File: src/design/dpps_map.vh
// Constants for the dual-port power state controller.
// Assumes a single 25 MHz clock and synchronous active-high reset.
`ifndef DPPS_MAP_VH
`define DPPS_MAP_VH

// One-hot power state codes
`define DPPS_ST_W 5
`define DPPS_ST_OFF 5'h01
`define DPPS_ST_SLEEP 5'h02
`define DPPS_ST_DETECT 5'h04
`define DPPS_ST_ERROR 5'h08
`define DPPS_ST_ACTIVE 5'h10

// Per-port state codes (one-hot)
`define DPPS_PS_W 4
`define DPPS_PS_OFF 4'h1
`define DPPS_PS_DETECT 4'h2
`define DPPS_PS_ACTIVE 4'h4
`define DPPS_PS_ERROR 4'h8

// Attach qualification time in ns and derived cycle count
`define DPPS_CLK_NS 40
`define DPPS_QUAL_NS 1000
`define DPPS_QUAL_CYC ((`DPPS_QUAL_NS + `DPPS_CLK_NS - 1) / `DPPS_CLK_NS)
`define DPPS_CNT_W 8

`endif

File: src/design/dpps_ctrl.v
// Power-state controller for a dual USB port power switch.
// Assumes pin inputs are asynchronous; fault and load inputs come from
// analog comparators and are also synchronised here.
`include "dpps_map.vh"

////////////////////////////////////////////////////////////////////////////
// Summary of operation
// - Supply below threshold forces Off, clears all state, bus ignored.
// - Off holds power and bypass switches of both ports open.
// - Sleep is lowest power; logic kept, wakes for bus traffic.
// - Both enables low: Sleep, all switches off, outputs near ground.
// - Detect keeps configuration, no current monitoring, bus fully working.
// - Detect when an enable is on, detection on, nothing attached.
// - Each enabled port goes Active on its own attach conditions.
// - A disabled port beside an enabled one gives only trickle current.
// - Any channel fault gives Error, outranked only by supply loss (Off).
// - Faults latch into separate per-channel interrupt status.
// - A fault affects only its own channel.
// - Active when a channel sources current and no fault; rank two.
// - Active closes power switch, limits current, rations charge.
// - With detection on, switch closed only while attach flag is 1.
// - Detection off and enable on forces Active, switch closed, unless the port faults.
// - Attach when load exceeds threshold longer than qualification time.
// - Enables are ANDed (as disabled) to decide Sleep entry.
module dpps_ctrl (
    // Clock, reset, enable
    input wire ref_clk,
    input wire rst,
    input wire clk_en,
    // Supply and host pins
    input wire supply_ok,
    input wire port1_power_enable,
    input wire port2_power_enable,
    input wire attach_detect_enable,
    // Analog indications per port
    input wire [1:0] load_over_qual,
    input wire [1:0] fault_in,
    // Software clear of per-channel fault status
    input wire [1:0] fault_status_clear,
    // Switch controls
    output reg [1:0] power_switch_on,
    output reg [1:0] bypass_switch_on,
    output reg [1:0] low_current_mode,
    output reg [1:0] current_limit_en,
    output reg [1:0] charge_ration_en,
    output reg [1:0] discharge_on,
    // Status
    output reg port1_attach_flag,
    output reg port2_attach_flag,
    output reg [1:0] fault_status,
    output reg [`DPPS_ST_W-1:0] power_state,
    output reg bus_respond,
    output reg current_monitor_en
);

////////////////////////////////////////////////////////////////////////////
// Input synchronisers: two flops per pin before any logic reads them
reg sup_meta_reg;
reg sup_sync_reg;
reg [1:0] en_meta_reg;
reg [1:0] en_sync_reg;
reg det_meta_reg;
reg det_sync_reg;
reg [1:0] load_meta_reg;
reg [1:0] load_sync_reg;
reg [1:0] flt_meta_reg;
reg [1:0] flt_sync_reg;

always @(posedge ref_clk) begin
    if (rst) begin
        sup_meta_reg <= 1'b0;
        sup_sync_reg <= 1'b0;
        en_meta_reg <= 2'h0;
        en_sync_reg <= 2'h0;
        det_meta_reg <= 1'b0;
        det_sync_reg <= 1'b0;
        load_meta_reg <= 2'h0;
        load_sync_reg <= 2'h0;
        flt_meta_reg <= 2'h0;
        flt_sync_reg <= 2'h0;
    end else if (clk_en) begin
        sup_meta_reg <= supply_ok;
        sup_sync_reg <= sup_meta_reg;
        en_meta_reg <= {port2_power_enable, port1_power_enable};
        en_sync_reg <= en_meta_reg;
        det_meta_reg <= attach_detect_enable;
        det_sync_reg <= det_meta_reg;
        load_meta_reg <= load_over_qual;
        load_sync_reg <= load_meta_reg;
        flt_meta_reg <= fault_in;
        flt_sync_reg <= flt_meta_reg;
    end
end

// Only the second flop of each pair feeds the control logic
wire sup_s;
wire det_en_s;
wire [1:0] en_s;
wire [1:0] load_s;
wire [1:0] fault_s;
assign sup_s = sup_sync_reg;
assign en_s = en_sync_reg;
assign det_en_s = det_sync_reg;
assign load_s = load_sync_reg;
assign fault_s = flt_sync_reg;

// Sleep only when both enables are low
wire sleep_req;
assign sleep_req = ~en_s[0] & ~en_s[1];

////////////////////////////////////////////////////////////////////////////
// Per-port logic
reg [`DPPS_PS_W-1:0] pst_reg [0:1];
reg [`DPPS_PS_W-1:0] pst_next [0:1];
reg [`DPPS_CNT_W-1:0] qual_reg [0:1];
reg [1:0] att_reg;
reg [1:0] att_next;
reg [1:0] fst_next;
reg [1:0] sw_next;
reg [1:0] byp_next;
reg [1:0] lcm_next;
reg [1:0] lim_next;
reg [1:0] rat_next;
reg [1:0] dis_next;

genvar gi;
generate
    for (gi = 0; gi < 2; gi = gi + 1) begin : g_port
        // Qualify attach: load above threshold for the full time
        always @(posedge ref_clk) begin
            if (rst) begin
                qual_reg[gi] <= {`DPPS_CNT_W{1'b0}};
            end else if (clk_en) begin
                if (!sup_s || !load_s[gi] || !en_s[gi]) begin
                    qual_reg[gi] <= {`DPPS_CNT_W{1'b0}};
                end else if (qual_reg[gi] != `DPPS_QUAL_CYC) begin
                    qual_reg[gi] <= qual_reg[gi] + 1'b1;
                end
            end
        end

        // State resolved fresh every cycle from the inputs
        always @* begin
            att_next[gi] = att_reg[gi];
            if (!sup_s || !en_s[gi] || !load_s[gi]) begin
                att_next[gi] = 1'b0;
            end else if (qual_reg[gi] == `DPPS_QUAL_CYC) begin
                att_next[gi] = 1'b1;
            end
            // Set wins over clear
            fst_next[gi] = (fault_status[gi] & ~fault_status_clear[gi])
                | (sup_s & fault_s[gi]);
            if (!sup_s) begin
                pst_next[gi] = `DPPS_PS_OFF;
                fst_next[gi] = 1'b0;
            end else if (fault_s[gi]) begin
                pst_next[gi] = `DPPS_PS_ERROR;
            end else if (!en_s[gi]) begin
                pst_next[gi] = `DPPS_PS_OFF;
            end else if (!det_en_s) begin
                pst_next[gi] = `DPPS_PS_ACTIVE;
            end else if (att_next[gi]) begin
                pst_next[gi] = `DPPS_PS_ACTIVE;
            end else begin
                pst_next[gi] = `DPPS_PS_DETECT;
            end
        end

        // Switch and mode controls for the resolved port state
        always @* begin
            sw_next[gi] = 1'b0;
            byp_next[gi] = 1'b0;
            lcm_next[gi] = 1'b0;
            lim_next[gi] = 1'b0;
            rat_next[gi] = 1'b0;
            dis_next[gi] = 1'b0;
            case (pst_next[gi])
                `DPPS_PS_ACTIVE: begin
                    sw_next[gi] = 1'b1;
                    lim_next[gi] = 1'b1;
                    rat_next[gi] = 1'b1;
                    // Discharge pulse only on the step out of Detect
                    dis_next[gi] = (pst_reg[gi] == `DPPS_PS_DETECT);
                end
                `DPPS_PS_DETECT: begin
                    byp_next[gi] = 1'b1;
                end
                `DPPS_PS_OFF: begin
                    // Trickle only when the other port is enabled
                    lcm_next[gi] = sup_s & ~sleep_req;
                end
                `DPPS_PS_ERROR: begin
                    // A faulted channel keeps both of its switches open
                    sw_next[gi] = 1'b0;
                    byp_next[gi] = 1'b0;
                end
                default: begin
                    sw_next[gi] = 1'b0;
                end
            endcase
        end

        // Port state, attach and fault status
        always @(posedge ref_clk) begin
            if (rst) begin
                pst_reg[gi] <= `DPPS_PS_OFF;
                att_reg[gi] <= 1'b0;
                fault_status[gi] <= 1'b0;
            end else if (clk_en) begin
                pst_reg[gi] <= pst_next[gi];
                att_reg[gi] <= att_next[gi];
                fault_status[gi] <= fst_next[gi];
            end
        end

        // Switch outputs, registered so each pin comes from a flop
        always @(posedge ref_clk) begin
            if (rst) begin
                power_switch_on[gi] <= 1'b0;
                bypass_switch_on[gi] <= 1'b0;
                low_current_mode[gi] <= 1'b0;
                current_limit_en[gi] <= 1'b0;
                charge_ration_en[gi] <= 1'b0;
                discharge_on[gi] <= 1'b0;
            end else if (clk_en) begin
                power_switch_on[gi] <= sw_next[gi];
                bypass_switch_on[gi] <= byp_next[gi];
                low_current_mode[gi] <= lcm_next[gi];
                current_limit_en[gi] <= lim_next[gi];
                charge_ration_en[gi] <= rat_next[gi];
                discharge_on[gi] <= dis_next[gi];
            end
        end
    end
endgenerate

////////////////////////////////////////////////////////////////////////////
// Device-level state with priority Error > Active > Detect
reg [`DPPS_ST_W-1:0] dst_next;
reg [1:0] any_act;
reg [1:0] any_det;
reg bus_next;
reg mon_next;

always @* begin
    any_act[0] = (pst_next[0] == `DPPS_PS_ACTIVE);
    any_act[1] = (pst_next[1] == `DPPS_PS_ACTIVE);
    any_det[0] = (pst_next[0] == `DPPS_PS_DETECT);
    any_det[1] = (pst_next[1] == `DPPS_PS_DETECT);
    // A fault outranks the enables, so it shows even on a disabled port
    if (!sup_s) begin
        dst_next = `DPPS_ST_OFF;
    end else if (fault_s != 2'h0) begin
        dst_next = `DPPS_ST_ERROR;
    end else if (sleep_req) begin
        dst_next = `DPPS_ST_SLEEP;
    end else if (any_act != 2'h0) begin
        dst_next = `DPPS_ST_ACTIVE;
    end else if (any_det != 2'h0) begin
        dst_next = `DPPS_ST_DETECT;
    end else begin
        dst_next = `DPPS_ST_SLEEP;
    end
end

// Bus answer and current monitoring follow the resolved state
always @* begin
    bus_next = sup_s;
    case (dst_next)
        `DPPS_ST_ACTIVE: mon_next = 1'b1;
        `DPPS_ST_ERROR: mon_next = 1'b1;
        `DPPS_ST_DETECT: mon_next = 1'b0;
        `DPPS_ST_SLEEP: mon_next = 1'b0;
        `DPPS_ST_OFF: mon_next = 1'b0;
        default: mon_next = 1'b0;
    endcase
end

always @(posedge ref_clk) begin
    if (rst) begin
        power_state <= `DPPS_ST_OFF;
        port1_attach_flag <= 1'b0;
        port2_attach_flag <= 1'b0;
    end else if (clk_en) begin
        power_state <= dst_next;
        port1_attach_flag <= att_next[0];
        port2_attach_flag <= att_next[1];
    end
end

always @(posedge ref_clk) begin
    if (rst) begin
        bus_respond <= 1'b0;
        current_monitor_en <= 1'b0;
    end else if (clk_en) begin
        bus_respond <= bus_next;
        current_monitor_en <= mon_next;
    end
end

endmodule // dpps_ctrl

File: config.mk
export PLATFORM = sky130hd
export DESIGN_NAME = dpps_ctrl
export DESIGN_NICKNAME = d
export VERILOG_FILES = /design/src/design/dpps_ctrl.v
export VERILOG_INCLUDE_DIRS = /design/src /design/src/design
export SDC_FILE = /design/constraint.sdc
export NUM_CORES = 1
export LEC_CHECK = 0
export ABC_AREA = 0
export BUFFER_PORTS_ARGS = -buffer_cell sky130_fd_sc_hd__buf_2
export CAP_MARGIN = 20
export CORE_ASPECT_RATIO = 0.9
export CORE_MARGIN = 2
export CORE_UTILIZATION = 56
export DETAILED_ROUTE_END_ITERATION = 10
export GPL_ROUTABILITY_DRIVEN = 0
export PLACE_DENSITY = 0.78
export SETUP_SLACK_MARGIN = 0.05
export SKIP_LAST_GASP = 1
export SLEW_MARGIN = 20
export SYNTH_ARGS = -nofsm -noshare
export SYNTH_HDL_FRONTEND = slang
export SYNTH_SLANG_ARGS = --single-unit
File: constraint.sdc
create_clock -name ref_clk -period 2.7 [get_ports ref_clk]
set_input_delay 0.54 -clock ref_clk [delete_from_list [all_inputs] [get_ports ref_clk]]
set_output_delay 0.54 -clock ref_clk [all_outputs]
set_load 0.01 [all_outputs]
# Word-level counts from Yosys, hierarchy flattened
# Memory sizes are Yosys's and may differ from the RTL's.
# Cells that the tools add are included.
[op_classes]
bitwise_logic = 19
muxes = 59
n_reduce_logical = 17
eq_ne = 14
addsub = 2
[op_table]
columns = ["operator", "count"]
rows = [
  ["two-way mux 1 bit", 38],
  ["two-way mux 8 bit", 4],
  ["two-way mux 4 bit", 6],
  ["two-way mux 3 bit", 7],
  ["two-way mux 5 bit", 4],
  ["adder 8 x 1 -> 8 bit (second input constant)", 2],
  ["== test 4 x 2 -> 1 bit (second input constant)", 4],
  ["== test 8 x 5 -> 1 bit (second input constant)", 2],
  ["inequality test 8 x 5 -> 1 bit (second input constant)", 2],
  ["== test 4 x 1 -> 1 bit (second input constant)", 2],
  ["== test 4 x 3 -> 1 bit (second input constant)", 2],
  ["logical OR 1 bit", 8],
  ["bitwise OR 1 bit", 8],
  ["bitwise AND 1 bit", 6],
  ["nonzero test 2 bit", 3],
  ["== test 5 x 4 -> 1 bit (second input constant)", 1],
  ["== test 5 bit (second input constant)", 1],
  ["logical NOT 1 bit", 5],
  ["NOT 1 bit", 5],
  ["OR reduction 2 bit", 1],
]
[word_totals]
register_bits = 35
inputBits = 13
n_memories = 2
word_cells = 138
ram_bits = 24
output_inout_bits = 23
[mem_list]
columns = ["name", "depth", "width", "rd", "rd_clocked_by_memory_dff", "wr", "line_no", "text"]
rows = [
  ["qual_reg", 2, 8, 2, 0, 2, "dpps_ctrl.v:115", "reg [`DPPS_CNT_W-1:0] qual_reg [0:1];"],
  ["pst_reg", 2, 4, 2, 0, 2, "dpps_ctrl.v:113", "reg [`DPPS_PS_W-1:0] pst_reg [0:1];"],
]

# Longest topological paths before layout
[logic_depth]
ltp_word = 19
depth_mapped = 7

# Worst setup path after synthesis
# No wires, ideal clock.
[synth_timing]
kind = "reg-to-reg"
from = "memory qual_reg[0][0] (netlist bit)"
to = "memory qual_reg[0][0] (netlist bit) (enable)"
setup_slack_ns = 0.740
t_arrival_ns = 1.631
period_less_slack_ns = 1.960
path_buffers = 1
setup_time_ns = 0.329
stages_incl_launch_ff = 7
cell_sequence = "edfxtp_1 -> ha_1 -> nand2_1 -> nor3_4 -> or4b_1 -> buf_2 -> nand2_1"
[synth_rtl]
columns = ["element", "line_no"]
rows = [
  ["start, declared", "dpps_ctrl.v:115"],
]

==> results.sh <==
export IMPL_irDropWorstVdd_mv=0.605
export IMPL_reg2reg_slack_ns=0.51
export IMPL_powerDensity_mw_per_mm2=644
export IMPL_outcome="complete, no violations"
export IMPL_p_leak_nw=1.30
export IMPL_num_antenna_cells=0
export IMPL_worstSetupPathType="reg -> reg"
export IMPL_fillers=373
export IMPL_hold_end="en_meta_reg[1]$_SDFFE_PP0P_"
export IMPL_yosysTopAreaCell="edfxtp_1"
export IMPL_dpl_worst_slack_ns=0.521
export IMPL_ios=36
export IMPL_yosysUniqueCellTypes=46
export IMPL_fin_setup_tns_ns=0
export IMPL_grt_use_total_pct=20.3
export IMPL_hold_violations=0
export IMPL_whs_path_depth=3
export IMPL_layout_drive_gt1_share_pct=22.4
export IMPL_min_path_type="in -> reg"
export IMPL_dp_hpwl_um=3240
export IMPL_hp_start="port2_power_enable"
export IMPL_setup_viol=0
export IMPL_grt_max_degree=25
export IMPL_htreeDepth=3
export IMPL_grt_pass1_wl_um=7600
export IMPL_cp_arrival_ns=2.20
export IMPL_fin_crit_ns=2.19
export IMPL_cts_resized=0
export IMPL_die_h_um=68.1
export IMPL_end_kind="register"
export IMPL_worst_slack_ns=0.512
export IMPL_largest_reg_flops=16
export IMPL_syn_area_mm2=0.00255
export IMPL_io_buffers=35
export IMPL_synth_seq_cells=59
export IMPL_antenna_found_initial=0
export IMPL_clock_sinks=59
export IMPL_postSynthAreaPerCell_um2=11.0
export IMPL_path_cells="or4b_4 -> nor3_4 -> or4b_1 -> nand2_1"
export IMPL_dp_cells=318
export IMPL_synth_seq_area_share_pct=55.7
export IMPL_rsz0062_at_grt="no"
export IMPL_postCtsSetupBuffers=0
export IMPL_fin_nets=284
export IMPL_worst_path_buf_inv=0
export IMPL_wl_um=4620
export IMPL_dieArea_mm2=0.00511
export IMPL_reg2regPathDepth=4
export IMPL_final_util_pct=66.6
export IMPL_r2r_end="qual_reg[0][2]$_SDFFCE_PN0P_"
export IMPL_critical_path_top_delay_family="simple AND/OR/NAND/NOR gates"
export IMPL_tightest_slew_ns=0.427
export IMPL_drtAntennaViolNets=0
export IMPL_drv_cap=0
export IMPL_syn_inst=232
export IMPL_synth_flop_cell="dfxtp_1"
export IMPL_insertion_delay_ns=0.33
export IMPL_drc=0
export IMPL_period_share_pct=81.0
export IMPL_syn_nets=249
export IMPL_syn2layout_area_growth_pct=15.6
export IMPL_drt_iter0_drc=70
export IMPL_start_util_pct=57.6
export IMPL_whs_ns=0.449
export IMPL_crit_required_ns=2.72
export IMPL_synth_area_top_cells="edfxtp_1, dfxtp_1, mux2i_1"
export IMPL_cts_root_buf="clkbuf_8"
export IMPL_fin_skew_ns=0.00481
export IMPL_synth_most_common_cell="nor2_1"
export IMPL_clkTransAtPathRegs_ns=0.07
export IMPL_vias_per_cell=5.29
export IMPL_via_count=1767
export IMPL_slew_headroom_pct=71.5
export IMPL_ctsHoldBuffers=0
export IMPL_die_w_um=75.2
export IMPL_placementRows=23
export IMPL_grt_overflow_total=0
export IMPL_slew_viol_final=0
export IMPL_cts_path_max_buffers=2
export IMPL_grt_pass1_vias=1705
export IMPL_synth_top_area_share_pct=28.2
export IMPL_synth_common_cells="nor2_1, dfxtp_1, edfxtp_1, mux2i_1, nand2_1"
export IMPL_final_cells=334
export IMPL_max_stage_delay_ns=0.58
export IMPL_cp_num_cells=4
export IMPL_async_flop_share_pct=0
export IMPL_synth_edf_count=24
export IMPL_cts_buffers=9
export IMPL_ys_warn_count=0
export IMPL_cp_max_fo=9
export IMPL_tritoncts="built"
export IMPL_drt_first_pass_iters=4
export IMPL_start_kind="register"
export IMPL_crit_path_top_delay_cell="or4b_4"
export IMPL_worstReg2RegStart="qual_reg[0][5]$_SDFFCE_PN0P_"
export IMPL_coreArea_mm2=0.00443
export IMPL_fmax_mhz=457
export IMPL_wl_per_cell_um=13.8
## power breakdown
part | internal [mW] | switching [mW] | total, mW
Sequential | 0.952 | 0.0246 | 0.976
Combinational | 0.0337 | 0.0431 | 0.0768
Clock | 0.513 | 0.333 | 0.847
Total | 1.50 | 0.401 | 1.90
## cell usage in the layout, fill, tap and decap left out, types with 4 or more instances in the layout
| master | count |
|---|---|
| dfxtp_1 | 35 |
| nor2_1 | 37 |
| clkbuf_8 | 9 |
| mux2i_1 | 16 |
| xor2_1 | 8 |
| a21oi_1 | 4 |
| edfxtp_1 | 24 |
| o21ai_1 | 5 |
| clkinv_2 | 4 |
| nand3_1 | 8 |
| nand2b_1 | 4 |
| and3_1 | 4 |
| a21o_1 | 9 |
| ha_1 | 4 |
| xnor2_1 | 4 |
| buf_2 | 35 |
| nand2_1 | 14 |
## per-stage QoR
stage | cell area (um2) | power (mW)
after floorplan | 2550 | 1.05
after global placement | 2740 | 1.07
after detailed placement | 2740 | 1.07
after CTS | 2950 | 1.92
after global routing | 2950 | 1.96
final | 2950 | 1.90
## cell type report
| cell class | instances | area (um2) | share of cell area (%) |
|---|---|---|---|
| sequential | 59 | 1420 | 48.2 |
| clock buffer | 10 | 128 | 4.33 |
| clock inverter | 6 | 80.1 | 2.71 |
| tap | 62 | 77.6 | 2.63 |
| inverter | 4 | 15.0 | 0.509 |
| timing repair buffer | 37 | 190 | 6.45 |
| multi-input combinational | 156 | 1040 | 35.2 |
## routing by layer
| metal | share of wire (%) | up-vias | routed length (um) | track usage [%] |
|---|---|---|---|---|
| li1 | - | 884 | - | - |
| met1 | 47 | 837 | 2180 | 25.7 |
| met2 | 47 | 42 | 2190 | 31.5 |
| met3 | 4.1 | 4 | 188 | 6.92 |
| met4 | 1.3 | 0 | 59 | 9.65 |
| met5 | 0 | - | 0 | 0 |
## how the worst max path moves through the flow
stage,start,endpoint,slack [ns]
final,qual_reg[0][5]$_SDFFCE_PN0P_,qual_reg[0][2]$_SDFFCE_PN0P_,0.51
after global routing,qual_reg[0][5]$_SDFFCE_PN0P_,qual_reg[0][0]$_SDFFCE_PN0P_,0.36
after CTS,qual_reg[0][5]$_SDFFCE_PN0P_,qual_reg[0][0]$_SDFFCE_PN0P_,0.50
after detailed placement,rst,qual_reg[0][2]$_SDFFCE_PN0P_,0.52
after global placement,rst,qual_reg[0][2]$_SDFFCE_PN0P_,0.55
after floorplan,qual_reg[0][0]$_SDFFCE_PN0P_,qual_reg[0][0]$_SDFFCE_PN0P_,0.74
## cell families (layout without fill, tap and decap cells)
kind of cell,after synthesis,after routing,synth area share (%)
buf+inv,17,57,3.63
mux,16,16,6.27
simple gates,89,89,18.4
xor+xnor,12,12,4.12
compound gates,35,35,9.90
fa+ha+maj,4,4,1.96
flops,59,59,55.7
## worst reg2reg max path: stages, from the launching register on
cell and delay, ns:
edfxtp_1 0.45, or4b_4 0.58, nor3_4 0.25, or4b_1 0.32
nand2_1 0.28
Power figures use the tool's default switching activity.
